[src/gpio_pkg.sv]
// constants for the parallel i/o port block
package gpio_pkg;

   // ----------------------------------------
   // register bus
   // ----------------------------------------
   localparam int ADDR_W = 6;
   localparam int DATA_W = 8;

   // ----------------------------------------
   // register offsets
   // ----------------------------------------
   localparam logic [5:0] PORT0_LATCH_OFS = 6'h00;
   localparam logic [5:0] PORT1_LATCH_OFS = 6'h01;
   localparam logic [5:0] PORT2_LATCH_OFS = 6'h02;
   localparam logic [5:0] PORT3_LATCH_OFS = 6'h03;
   localparam logic [5:0] PORT4_LATCH_OFS = 6'h04;
   localparam logic [5:0] PORT0_PIN_OFS = 6'h08;
   localparam logic [5:0] PORT2_PIN_OFS = 6'h0A;
   localparam logic [5:0] PORT1_DIR_OFS = 6'h0D;
   localparam logic [5:0] PORT3_DIR_OFS = 6'h0E;
   localparam logic [5:0] PORT4_DIR_OFS = 6'h0F;
   localparam logic [5:0] CONV_CTL1_OFS = 6'h1C;
   localparam logic [5:0] EXT_IRQ_CTL_OFS = 6'h37;

   // ----------------------------------------
   // values after reset
   // ----------------------------------------
   localparam logic [7:0] PORT0_LATCH_RST = 8'hFF;
   localparam logic [7:0] PORT1_LATCH_RST = 8'h00;
   localparam logic [2:0] PORT2_LATCH_RST = 3'h7;
   localparam logic [7:0] PORT3_LATCH_RST = 8'h00;
   localparam logic [7:0] PORT4_LATCH_RST = 8'h00;
   localparam logic [7:0] DIR_RST = 8'h00;
   localparam logic [7:0] CONV_CTL1_RST = 8'h10;
   localparam logic [7:0] EXT_IRQ_CTL_RST = 8'h00;

   // ----------------------------------------
   // field positions
   // ----------------------------------------
   localparam int AIN_DISABLE_BIT = 4;
   localparam int CHAN_SEL_LSB = 0;
   localparam int CHAN_SEL_W = 3;
   localparam int IRQ0_SEL_BIT = 6;
   localparam int PORT2_W = 3;
   localparam logic [7:0] EXT_IRQ_CTL_MASK = 8'hFE;

endpackage

[src/parallel_io_ports.sv]
// five parallel i/o ports with their latches, direction registers on ports 1, 3 and 4, and pin reads
//
// Summary of operation
// each bit has an output latch; pin reads return the current level
// a port read samples the pins in the read strobe cycle
// a port write changes the driven value in the following cycle
// reset sets all eight port 0 latch bits to one
// port 0 latch read/write at one address, pins read-only at another
// port 0 bit 0 is i/o or interrupt 0 input; input after reset
// software sets port 0 or 2 latch bits to one for input use
// port 1 bit is input when direction bit zero, output when one
// reset clears port 1 direction and latches; all pins inputs
// software sets latch then direction for port 1 output functions
// latch writes on ports 1, 3, 4 accepted whatever the direction
// ports 1, 3, 4 read pins for inputs and latches for outputs
// port 2 is three bits wide, latch set to one on reset
// dual-clock mode gives port 2 bits 1 and 2 to the crystal
// port 2 bit 0 falling edge flags interrupt even when driven
// port 2 has latch and pin read addresses; upper bits undefined
// reset clears port 3 direction and sets the analog disable bit
// analog disable low makes the selected port 3 pin analog
// the selected analog bit reads zero; others read pin or latch by direction
// software avoids port 3 writes and noisy neighbours in conversion
// port 4 direction selects input or output; reset clears all
// pin-select zero keeps port 0 bit 0 i/o, one routes interrupt 0
// port 2 ignores writes above bit 2; updates on the system clock
//
// Local design decision: the plain strobed port.
`timescale 1ns/1ps
`default_nettype none

module parallel_io_ports
#(
   parameter int PORT_W = 8,
   parameter int NARROW_PORT_W = 3
)
(
   input wire logic core_clk_i,
   input wire logic resetn_i,
   input wire logic ce_i,
   input wire logic [5:0] addr_i,
   input wire logic [7:0] wdata_i,
   input wire logic wr_i,
   input wire logic rd_i,
   output logic [7:0] rdata_o,
   input wire logic dual_clock_mode_i,
   input wire logic [7:0] port0_pin_i,
   output logic [7:0] port0_pin_o,
   output logic [7:0] port0_oe_o,
   input wire logic [7:0] port1_pin_i,
   output logic [7:0] port1_pin_o,
   output logic [7:0] port1_oe_o,
   input wire logic [2:0] port2_pin_i,
   output logic [2:0] port2_pin_o,
   output logic [2:0] port2_oe_o,
   input wire logic [7:0] port3_pin_i,
   output logic [7:0] port3_pin_o,
   output logic [7:0] port3_oe_o,
   input wire logic [7:0] port4_pin_i,
   output logic [7:0] port4_pin_o,
   output logic [7:0] port4_oe_o,
   output logic external_irq_zero_o,
   output logic irq0_fall_o,
   output logic port2_bit0_fall_o,
   output logic analog_enable_o,
   output logic [2:0] analog_channel_select_o
);

   // ----------------------------------------
   // declarations
   // ----------------------------------------
   logic [7:0] port0_latch_reg;
   logic [7:0] port1_latch_reg;
   logic [2:0] port2_latch_reg;
   logic [7:0] port3_latch_reg;
   logic [7:0] port4_latch_reg;
   logic [7:0] port1_direction_reg;
   logic [7:0] port3_direction_reg;
   logic [7:0] port4_direction_reg;
   logic [7:0] conv_ctl1_reg;
   logic [7:0] ext_irq_ctl_reg;
   logic [7:0] rdata_reg;
   logic [7:0] rdata_next;
   logic [34:0] meta_reg;
   logic [34:0] sync_reg;
   logic irq0_prev_reg;
   logic p2b0_prev_reg;
   logic irq0_fall_reg;
   logic p2b0_fall_reg;
   logic [7:0] p0_sync;
   logic [7:0] p1_sync;
   logic [2:0] p2_sync;
   logic [7:0] p3_sync;
   logic [7:0] p4_sync;
   logic wr_en;
   logic analog_disable;
   logic irq0_pin_select;
   logic [7:0] analog_mask;
   logic [7:0] p1_read;
   logic [7:0] p3_read;
   logic [7:0] p4_read;
   logic [2:0] crystal_mask;

   // ----------------------------------------
   // parameter check
   // ----------------------------------------
   if (PORT_W != 8 || NARROW_PORT_W != gpio_pkg::PORT2_W)
   begin : g_width_check
      $error("port widths other than 8 and 3 bits are not supported");
   end

   // ----------------------------------------
   // pin synchronisers
   // ----------------------------------------
   always_ff @(posedge core_clk_i)
   begin
      if (!resetn_i)
      begin
         meta_reg <= 35'h0;
         sync_reg <= 35'h0;
      end
      else if (ce_i)
      begin
         meta_reg <= {port4_pin_i, port3_pin_i, port2_pin_i, port1_pin_i, port0_pin_i};
         sync_reg <= meta_reg;
      end
   end

   assign p0_sync = sync_reg[7:0];
   assign p1_sync = sync_reg[15:8];
   assign p2_sync = sync_reg[18:16];
   assign p3_sync = sync_reg[26:19];
   assign p4_sync = sync_reg[34:27];

   assign wr_en = ce_i & wr_i;
   assign analog_disable = conv_ctl1_reg[gpio_pkg::AIN_DISABLE_BIT];
   assign irq0_pin_select = ext_irq_ctl_reg[gpio_pkg::IRQ0_SEL_BIT];

   // ----------------------------------------
   // port 0 latch
   // ----------------------------------------
   always_ff @(posedge core_clk_i)
   begin
      if (!resetn_i)
      begin
         port0_latch_reg <= gpio_pkg::PORT0_LATCH_RST;
      end
      else if (wr_en && addr_i == gpio_pkg::PORT0_LATCH_OFS)
      begin
         port0_latch_reg <= wdata_i; // see
      end
   end

   // ----------------------------------------
   // port 1 latch and direction
   // ----------------------------------------
   always_ff @(posedge core_clk_i)
   begin
      if (!resetn_i)
      begin
         port1_latch_reg <= gpio_pkg::PORT1_LATCH_RST;
      end
      else if (wr_en && addr_i == gpio_pkg::PORT1_LATCH_OFS)
      begin
         port1_latch_reg <= wdata_i;
      end
   end

   always_ff @(posedge core_clk_i)
   begin
      if (!resetn_i)
      begin
         port1_direction_reg <= gpio_pkg::DIR_RST;
      end
      else if (wr_en && addr_i == gpio_pkg::PORT1_DIR_OFS)
      begin
         port1_direction_reg <= wdata_i;
      end
   end

   // ----------------------------------------
   // port 2 latch
   // ----------------------------------------
   always_ff @(posedge core_clk_i)
   begin
      if (!resetn_i)
      begin
         port2_latch_reg <= gpio_pkg::PORT2_LATCH_RST;
      end
      else if (wr_en && addr_i == gpio_pkg::PORT2_LATCH_OFS)
      begin
         port2_latch_reg <= wdata_i[2:0];
      end
   end

   // ----------------------------------------
   // port 3 latch and direction
   // ----------------------------------------
   always_ff @(posedge core_clk_i)
   begin
      if (!resetn_i)
      begin
         port3_latch_reg <= gpio_pkg::PORT3_LATCH_RST;
      end
      else if (wr_en && addr_i == gpio_pkg::PORT3_LATCH_OFS)
      begin
         port3_latch_reg <= wdata_i;
      end
   end

   always_ff @(posedge core_clk_i)
   begin
      if (!resetn_i)
      begin
         port3_direction_reg <= gpio_pkg::DIR_RST;
      end
      else if (wr_en && addr_i == gpio_pkg::PORT3_DIR_OFS)
      begin
         port3_direction_reg <= wdata_i;
      end
   end

   // ----------------------------------------
   // port 4 latch and direction
   // ----------------------------------------
   always_ff @(posedge core_clk_i)
   begin
      if (!resetn_i)
      begin
         port4_latch_reg <= gpio_pkg::PORT4_LATCH_RST;
      end
      else if (wr_en && addr_i == gpio_pkg::PORT4_LATCH_OFS)
      begin
         port4_latch_reg <= wdata_i;
      end
   end

   always_ff @(posedge core_clk_i)
   begin
      if (!resetn_i)
      begin
         port4_direction_reg <= gpio_pkg::DIR_RST;
      end
      else if (wr_en && addr_i == gpio_pkg::PORT4_DIR_OFS)
      begin
         port4_direction_reg <= wdata_i;
      end
   end

   // ----------------------------------------
   // converter and interrupt control
   // ----------------------------------------
   always_ff @(posedge core_clk_i)
   begin
      if (!resetn_i)
      begin
         conv_ctl1_reg <= gpio_pkg::CONV_CTL1_RST;
      end
      else if (wr_en && addr_i == gpio_pkg::CONV_CTL1_OFS)
      begin
         conv_ctl1_reg <= wdata_i;
      end
   end

   always_ff @(posedge core_clk_i)
   begin
      if (!resetn_i)
      begin
         ext_irq_ctl_reg <= gpio_pkg::EXT_IRQ_CTL_RST;
      end
      else if (wr_en && addr_i == gpio_pkg::EXT_IRQ_CTL_OFS)
      begin
         ext_irq_ctl_reg <= wdata_i & gpio_pkg::EXT_IRQ_CTL_MASK;
      end
   end

   // ----------------------------------------
   // mixed pin/latch read values
   // ----------------------------------------
   always_comb
   begin
      analog_mask = 8'h00;
      if (!analog_disable)
      begin
         analog_mask[conv_ctl1_reg[2:0]] = 1'b1;
      end
   end

   assign p1_read = (port1_direction_reg & port1_latch_reg)
                  | (~port1_direction_reg & p1_sync);
   assign p3_read = ((port3_direction_reg & port3_latch_reg)
                  | (~port3_direction_reg & p3_sync)) & ~analog_mask;
   assign p4_read = (port4_direction_reg & port4_latch_reg)
                  | (~port4_direction_reg & p4_sync);

   // ----------------------------------------
   // read decode
   // ----------------------------------------
   always_comb
   begin
      case (addr_i)
         gpio_pkg::PORT0_LATCH_OFS: rdata_next = port0_latch_reg;
         gpio_pkg::PORT1_LATCH_OFS: rdata_next = p1_read;
         gpio_pkg::PORT2_LATCH_OFS: rdata_next = {5'h00, port2_latch_reg};
         gpio_pkg::PORT3_LATCH_OFS: rdata_next = p3_read;
         gpio_pkg::PORT4_LATCH_OFS: rdata_next = p4_read;
         gpio_pkg::PORT0_PIN_OFS: rdata_next = p0_sync;
         gpio_pkg::PORT2_PIN_OFS: rdata_next = {5'h00, p2_sync};
         gpio_pkg::PORT1_DIR_OFS: rdata_next = port1_direction_reg;
         gpio_pkg::PORT3_DIR_OFS: rdata_next = port3_direction_reg;
         gpio_pkg::PORT4_DIR_OFS: rdata_next = port4_direction_reg;
         gpio_pkg::CONV_CTL1_OFS: rdata_next = conv_ctl1_reg;
         gpio_pkg::EXT_IRQ_CTL_OFS: rdata_next = ext_irq_ctl_reg;
         default: rdata_next = 8'h00;
      endcase
   end

   // synchronised pin levels are sampled in the strobe cycle, data stands in the next
   always_ff @(posedge core_clk_i)
   begin
      if (!resetn_i)
      begin
         rdata_reg <= 8'h00;
      end
      else if (ce_i)
      begin
         rdata_reg <= rd_i ? rdata_next : 8'h00; // see
      end
   end

   assign rdata_o = rdata_reg;

   // ----------------------------------------
   // interrupt edge detection
   // ----------------------------------------
   always_ff @(posedge core_clk_i)
   begin
      if (!resetn_i)
      begin
         irq0_prev_reg <= 1'b0;
         p2b0_prev_reg <= 1'b0;
         irq0_fall_reg <= 1'b0;
         p2b0_fall_reg <= 1'b0;
      end
      else if (ce_i)
      begin
         irq0_prev_reg <= p0_sync[0];
         p2b0_prev_reg <= p2_sync[0];
         irq0_fall_reg <= irq0_pin_select & irq0_prev_reg & ~p0_sync[0];
         p2b0_fall_reg <= p2b0_prev_reg & ~p2_sync[0];
      end
   end

   assign irq0_fall_o = irq0_fall_reg;
   assign port2_bit0_fall_o = p2b0_fall_reg;
   assign external_irq_zero_o = irq0_pin_select & p0_sync[0];

   // ----------------------------------------
   // pin drive
   // ----------------------------------------
   assign crystal_mask = dual_clock_mode_i ? 3'h6 : 3'h0;

   assign port0_pin_o = port0_latch_reg;
   assign port0_oe_o = ~port0_latch_reg & {7'h7F, ~irq0_pin_select};
   assign port1_pin_o = port1_latch_reg;
   assign port1_oe_o = port1_direction_reg;
   assign port2_pin_o = port2_latch_reg;
   assign port2_oe_o = ~port2_latch_reg & ~crystal_mask;
   assign port3_pin_o = port3_latch_reg;
   assign port3_oe_o = port3_direction_reg & ~analog_mask;
   assign port4_pin_o = port4_latch_reg;
   assign port4_oe_o = port4_direction_reg;

   assign analog_enable_o = ~analog_disable;
   assign analog_channel_select_o = conv_ctl1_reg[2:0];

endmodule

`default_nettype wire

[config.mk]
export PLATFORM = sky130hd
export DESIGN_NAME = parallel_io_ports
export DESIGN_NICKNAME = d
export VERILOG_FILES = /design/src/gpio_pkg.sv /design/src/parallel_io_ports.sv
export SDC_FILE = /design/constraint.sdc
export NUM_CORES = 1
export LEC_CHECK = 0
export BUFFER_PORTS_ARGS = -buffer_cell sky130_fd_sc_hd__buf_2
export CORE_MARGIN = 5
export CORE_UTILIZATION = 50
export DETAILED_ROUTE_END_ITERATION = 8
export PLACE_DENSITY = 0.73
export SLEW_MARGIN = 20
export SYNTH_ARGS = -nofsm -noshare
export SYNTH_HDL_FRONTEND = slang
export SYNTH_SLANG_ARGS = --single-unit
[constraint.sdc]
create_clock -name core_clk_i -period 2.3 [get_ports core_clk_i]
set_input_delay 0.46 -clock core_clk_i [delete_from_list [all_inputs] [get_ports core_clk_i]]
set_output_delay 0.46 -clock core_clk_i [all_outputs]
set_load 0.005 [all_outputs]
==> metrics, run 1 <==
outcome finished clean; Layout area overhead 19.28%; clock slew at reported path FFs 0.06 ns; fmax 457.8 MHz; Worst Path Buf+Inv 1; vias in the first global route 5572; CTS tree done; CTS buffer count 17; Max FO, Critical Path 11; slew margin rel. 43.31%; syn_nets 760; sequential element share of the synthesized area 42.96%; pwr dens 685.3 mW/mm²; Final period util 94.97%; Clock Root Buffer clkbuf_16; Detailed Route WL 22300 µm; CTS Buffer Depth 2; Die Ht 130.6 µm; clock latency on the worst-skew pair 0.42 ns; Worst EP arrival 1.72 ns; gr busiest metal met2; total core area 0.01437 mm²; GRT Total Usage 26.58%; Syn Inst Count 705; Crit path depth 3; Top FF cell, synth dfxtp_1; VDD IR max 0.5218 mV; required time worst endpoint 1.84 ns; commonest non-fill, non-tap cell in the layout mux2i_1; ANT nets after route 0; DP HPWL 16790 µm; Final setup viols 0; worst reg-to-reg path cell count 5; Die Wd 130.6 µm; Die ar. 0.01705 mm²; Placement Setup Slack 0.05585 ns; remaining global-route overflow 0; Starting Density 50.59%; leak pwr 3.575 nW; startpoint types register; Post-synth EDFFs 0; drt wl/cell 21.73 µm; CP max stage delay 0.58 ns; slowest CP cell dfxtp_1; IO Count 140; via/cell ratio 5.581; Initial DRT Pass Iterations 6; PortBufs 139; first-pass GRT wire length 33640 µm; reg-to-reg slack, setup 0.22 ns; ANT cells 0; via count 5726; skew final 0.008372 ns; setup TNS 0 ns; synthesis-stage register bit count 156; worst min path class primary input to register; mapped cell area 0.007269 mm²; M1 GR Usage 37.23%; H-tree depth 4; Post-synth ARST share 0%; crit end category primary output; Worst-Margin Slew 0.8503 ns; Iter 0 DRT Violations 431; max capacitance violation total 0; count of cell types in the netlist 66; syn_area_per_cell 10.31 µm²; WS Path Type register to primary output; max-slew violations 0; min Tclk post-route 2.184 ns; RePlAce Congestion 1.061; final core occ 60.34%; layout cells sized above 1 26.48%; YS warnings 0; met2 usage 39.99%; CP Cell Sequence nor4bb_1 > nor2b_1 > buf_2; CTS sink count 156; postcts setup bufs 0; # rows 44; Hold Crit Depth 3; Net count, final 887; most frequent cells in the layout mux2i_1 (157), dfxtp_1 (156), nor2b_1 (145); final routed DRC violation total 0; setup ws final 0.1156 ns; antenna violations before repair 0; largest net degree at the start of global routing 114; Tot Pwr 5.942 mW; grt met3 use 6.057%; family with the most delay on the worst path flip-flops; Final Hold Fails 0
## through the flow
step	hold WS, ns	instance area, µm²	std cells
global placement	0.4770	8090	997
finish	0.2973	8671	1026
floorplan	0.4655	7269	705
global route	0.2833	8671	1026
CTS	0.2895	8658	1026
detailed placement	0.4736	8090	997
## worst register-to-register path, cell delays in order, from the launching register on
cell      delay, ns
dfxtp_1        0.58
nor4bb_1       0.48
nor3_1         0.18
o21ai_0        0.35
nand4_1        0.17
a22o_1         0.20
## cell usage after synthesis (5+ instances only)
cell type	number	share of area (%)
nor4b_1	5	0.60
mux2_2	5	0.77
buf_4	6	0.62
a211oi_1	5	0.52
nand2_1	26	1.3
inv_1	11	0.57
o21ai_0	5	0.34
buf_1	5	0.26
mux2i_1	157	22
nor2b_1	145	12
nor2_1	14	0.72
o211ai_1	13	1.3
buf_6	5	0.77
a22oi_1	13	1.3
clkbuf_1	22	1.1
nor3_1	6	0.41
buf_2	15	1.0
nor3_4	5	1.1
dfxtp_1	156	43
## path summary, 6_finish.rpt
path / from / endpoint
max: conv_ctl1_reg[0]$_SDFFE_PN0P_ / port3_oe_o[3]
min: port1_pin_i[4] / meta_reg[12]$_SDFFE_PN0P_
max reg2reg: conv_ctl1_reg[0]$_SDFFE_PN0P_ / rdata_o[3]$_SDFFE_PN0P_
min reg2reg: irq0_fall_o$_SDFFE_PN0P_ / irq0_fall_o$_SDFFE_PN0P_
## area by class of cell
cell class	count	area, µm²
sequential	156	3123
clock inverter	10	118.9
multi-input combinational	484	3841
fill	1252	5698
clock buffer	19	442.9
inverter	11	41.29
tap	184	230.2
timing repair buffer	162	873.3
## timing repair
item	in CTS	in global routing
endpoints found under the setup margin	1	1
hold buffers	0	0
resized for setup	1	2
endpoints found under the hold margin	0	0
## cells by family (layout without fill, tap and decap cells)
| group | Yosys count | count (layout) | synth area share (%) |
|---|---|---|---|
| and+or+nand+nor | 254 | 254 | 22.74 |
| muxes | 162 | 162 | 22.39 |
| AOI/OAI and AO/OA | 68 | 68 | 7.453 |
| buffers and inverters | 65 | 202 | 4.458 |
| DFF | 156 | 156 | 42.96 |
## per-layer routing
layer / wire, µm / vias to the layer above
li1: - / 2723
met1: 10090 / 2764
met2: 9956 / 203
met3: 1552 / 36
met4: 701 / 0
met5: 0 / -
## where the power goes
group	internal, mW	switching, mW
Sequential	2.76	0.0477
Combinational	0.188	0.238
Clock	1.61	1.09
Total	4.56	1.38
Power figures use the tool's default switching activity.
==> run 2, diff against run 1 <==
--- a/config.mk
+++ b/config.mk
@@ -11,2 +11,3 @@
 export DETAILED_ROUTE_END_ITERATION = 8
+export GPL_TIMING_DRIVEN = 0
 export PLACE_DENSITY = 0.73
==> constraint.sdc (replaced) <==
create_clock -name core_clk_i -period 2.3 [get_ports core_clk_i]
set_input_delay 0.115 -clock core_clk_i [delete_from_list [all_inputs] [get_ports core_clk_i]]
set_output_delay 0.115 -clock core_clk_i [all_outputs]
set_load 0.005 [all_outputs]
==> run 2 against run 1 <==
Effect of this change:
- core utilization up 2.4 points
- total power is 0.67% higher
- cell count increased by 5.2%
- die area is the same
- maximum frequency is 9.5% higher
- critical path depth up 3
- first-iteration DRC count shrank 5.1%
- count of clock-buffer cells in the layout rose by 2
- sequential cell count did not move
- highest routed layer unchanged
==> metrics, run 2 (synthesis results as in run 1) <==
outcome finished clean; pwr dens 663.1 mW/mm²; Final Hold Fails 0; WS Path Type register to register; Placement Setup Slack 0.1184 ns; remaining global-route overflow 0; Die ar. 0.01705 mm²; layout cells sized above 1 23.58%; setup TNS 0 ns; clock latency on the worst-skew pair 0.42 ns; crit end category register; VDD IR max 0.4789 mV; Die Wd 130.6 µm; gr busiest metal met2; clock slew at reported path FFs 0.06 ns; worst reg-to-reg path cell count 6; postcts setup bufs 0; grt met3 use 4.512%; antenna violations before repair 0; sequential cell area 0.003123 mm²; fill count 1199; M1 GR Usage 37.74%; DP HPWL 17350 µm; # rows 44; CTS Buffer Depth 2; PortBufs 129; commonest non-fill, non-tap cell in the layout mux2i_1; Die Ht 130.6 µm; area of the multi-input gates 0.003822 mm²; Iter 0 DRT Violations 409; max capacitance violation total 0; IO Count 140; Hold EP meta_reg[16]$_SDFFE_PN0P_; worst min path class primary input to register; min Tclk post-route 1.995 ns; RePlAce Congestion 0.9418; skew final 0.005754 ns; ANT nets after route 0; largest net degree at the start of global routing 17; Clock Root Buffer clkbuf_16; CP max stage delay 0.41 ns; total core area 0.01437 mm²; Layout area overhead 24.10%; Net count, final 941; via/cell ratio 5.558; Worst-Margin Slew 0.7733 ns; most frequent cells in the layout mux2i_1 (157), dfxtp_1 (156), nor2b_1 (145); Final setup viols 0; GRT Total Usage 27.30%; unrepaired setup endpoints after global routing no; H-tree depth 4; max-slew violations 0; met2 usage 44.16%; required time worst endpoint 2.61 ns; startpoint types register; drt wl/cell 21.39 µm; slew margin rel. 48.45%; setup ws final 0.3050 ns; Initial DRT Pass Iterations 7; slowest CP cell nor4b_1; fmax 501.3 MHz; Reg2Reg Capture Point rdata_o[4]$_SDFFE_PN0P_; final routed DRC violation total 0; leak pwr 3.711 nW; Final period util 86.74%; vias in the first global route 5812; CTS buffer count 17; Worst EP arrival 2.30 ns; hold_sp port2_pin_i[0]; CTS sink count 156; Max FO, Critical Path 10; CTS tree done; reg-to-reg slack, setup 0.31 ns; via count 5997; first-pass GRT wire length 34780 µm; Hold Crit Depth 3; RR Startpoint conv_ctl1_reg[2]$_SDFFE_PN0P_; CP Cell Sequence buf_2 > nor4b_1 > nor4_2 > a2111oi_1 > o21ai_1 > o311a_1; Detailed Route WL 23080 µm; Starting Density 50.59%; ANT cells 0
==> run 2: metal layers <==
layer | vias up | routed length [µm]
met4 | 0 | 391
met1 | 2923 | 10410
met3 | 30 | 1401
met2 | 214 | 10880
li1 | 2830 | -
met5 | - | 0
==> run 2: repair_timing <==
action / in CTS / in global routing
resized for setup: 0 / 0
hold endpoints to repair: 33 / 0
hold buffers: 33 / 0
==> run 2: per-stage QoR <==
step / area [µm²] / hold slack, ns / cells / util [%] / power (mW)
after detailed placement: 8145 / 0.3797 / 1018 / 56.69 / 3.311
after global routing: 9021 / 0.03883 / 1079 / 62.78 / 6.157
after floorplan: 7269 / 0.2569 / 705 / - / 3.143
final: 9021 / 0.005676 / 1079 / 62.78 / 5.982
after global placement: 8145 / 0.3711 / 1018 / 56.69 / 3.298
after CTS: 9021 / 0.002932 / 1079 / 62.78 / 5.992
==> run 2: worst max path at each step <==
stage / start / endpoint / slack (ns)
floorplan: conv_ctl1_reg[1]$_SDFFE_PN0P_ / rdata_o[4]$_SDFFE_PN0P_ / 0.56
detailed placement: addr_i[0] / rdata_o[6]$_SDFFE_PN0P_ / 0.12
global route: conv_ctl1_reg[2]$_SDFFE_PN0P_ / rdata_o[4]$_SDFFE_PN0P_ / 0.16
global placement: addr_i[0] / rdata_o[6]$_SDFFE_PN0P_ / 0.12
finish: conv_ctl1_reg[2]$_SDFFE_PN0P_ / rdata_o[4]$_SDFFE_PN0P_ / 0.31
CTS: conv_ctl1_reg[2]$_SDFFE_PN0P_ / rdata_o[4]$_SDFFE_PN0P_ / 0.31
==> run 2: layout make-up <==
cell class | count | area share [%]
plain buffers | 54 | 3.135
clock buffers | 21 | 4.993
clock inverters | 7 | 1.054
inverters | 11 | 0.4577
multi-input cells | 484 | 42.37
flip-flops and latches | 156 | 34.62
well taps | 184 | 2.552
repair buffers | 162 | 10.82
==> run 2: worst max-delay path, delay by kind of cell, from the launching register on <==
family / cells / cell delay, ns
AND/OR/NAND/NOR: 2 / 0.52
flip-flops: 1 / 0.33
buffers and inverters: 1 / 0.22
AO/OA/AOI/OAI: 3 / 0.81
==> run 2: power by group <==
part | switching [mW] | internal, mW | leakage [nW]
Combinational | 0.265 | 0.226 | 2.18
Clock | 1.08 | 1.60 | 0.265
Sequential | 0.0462 | 2.76 | 1.27
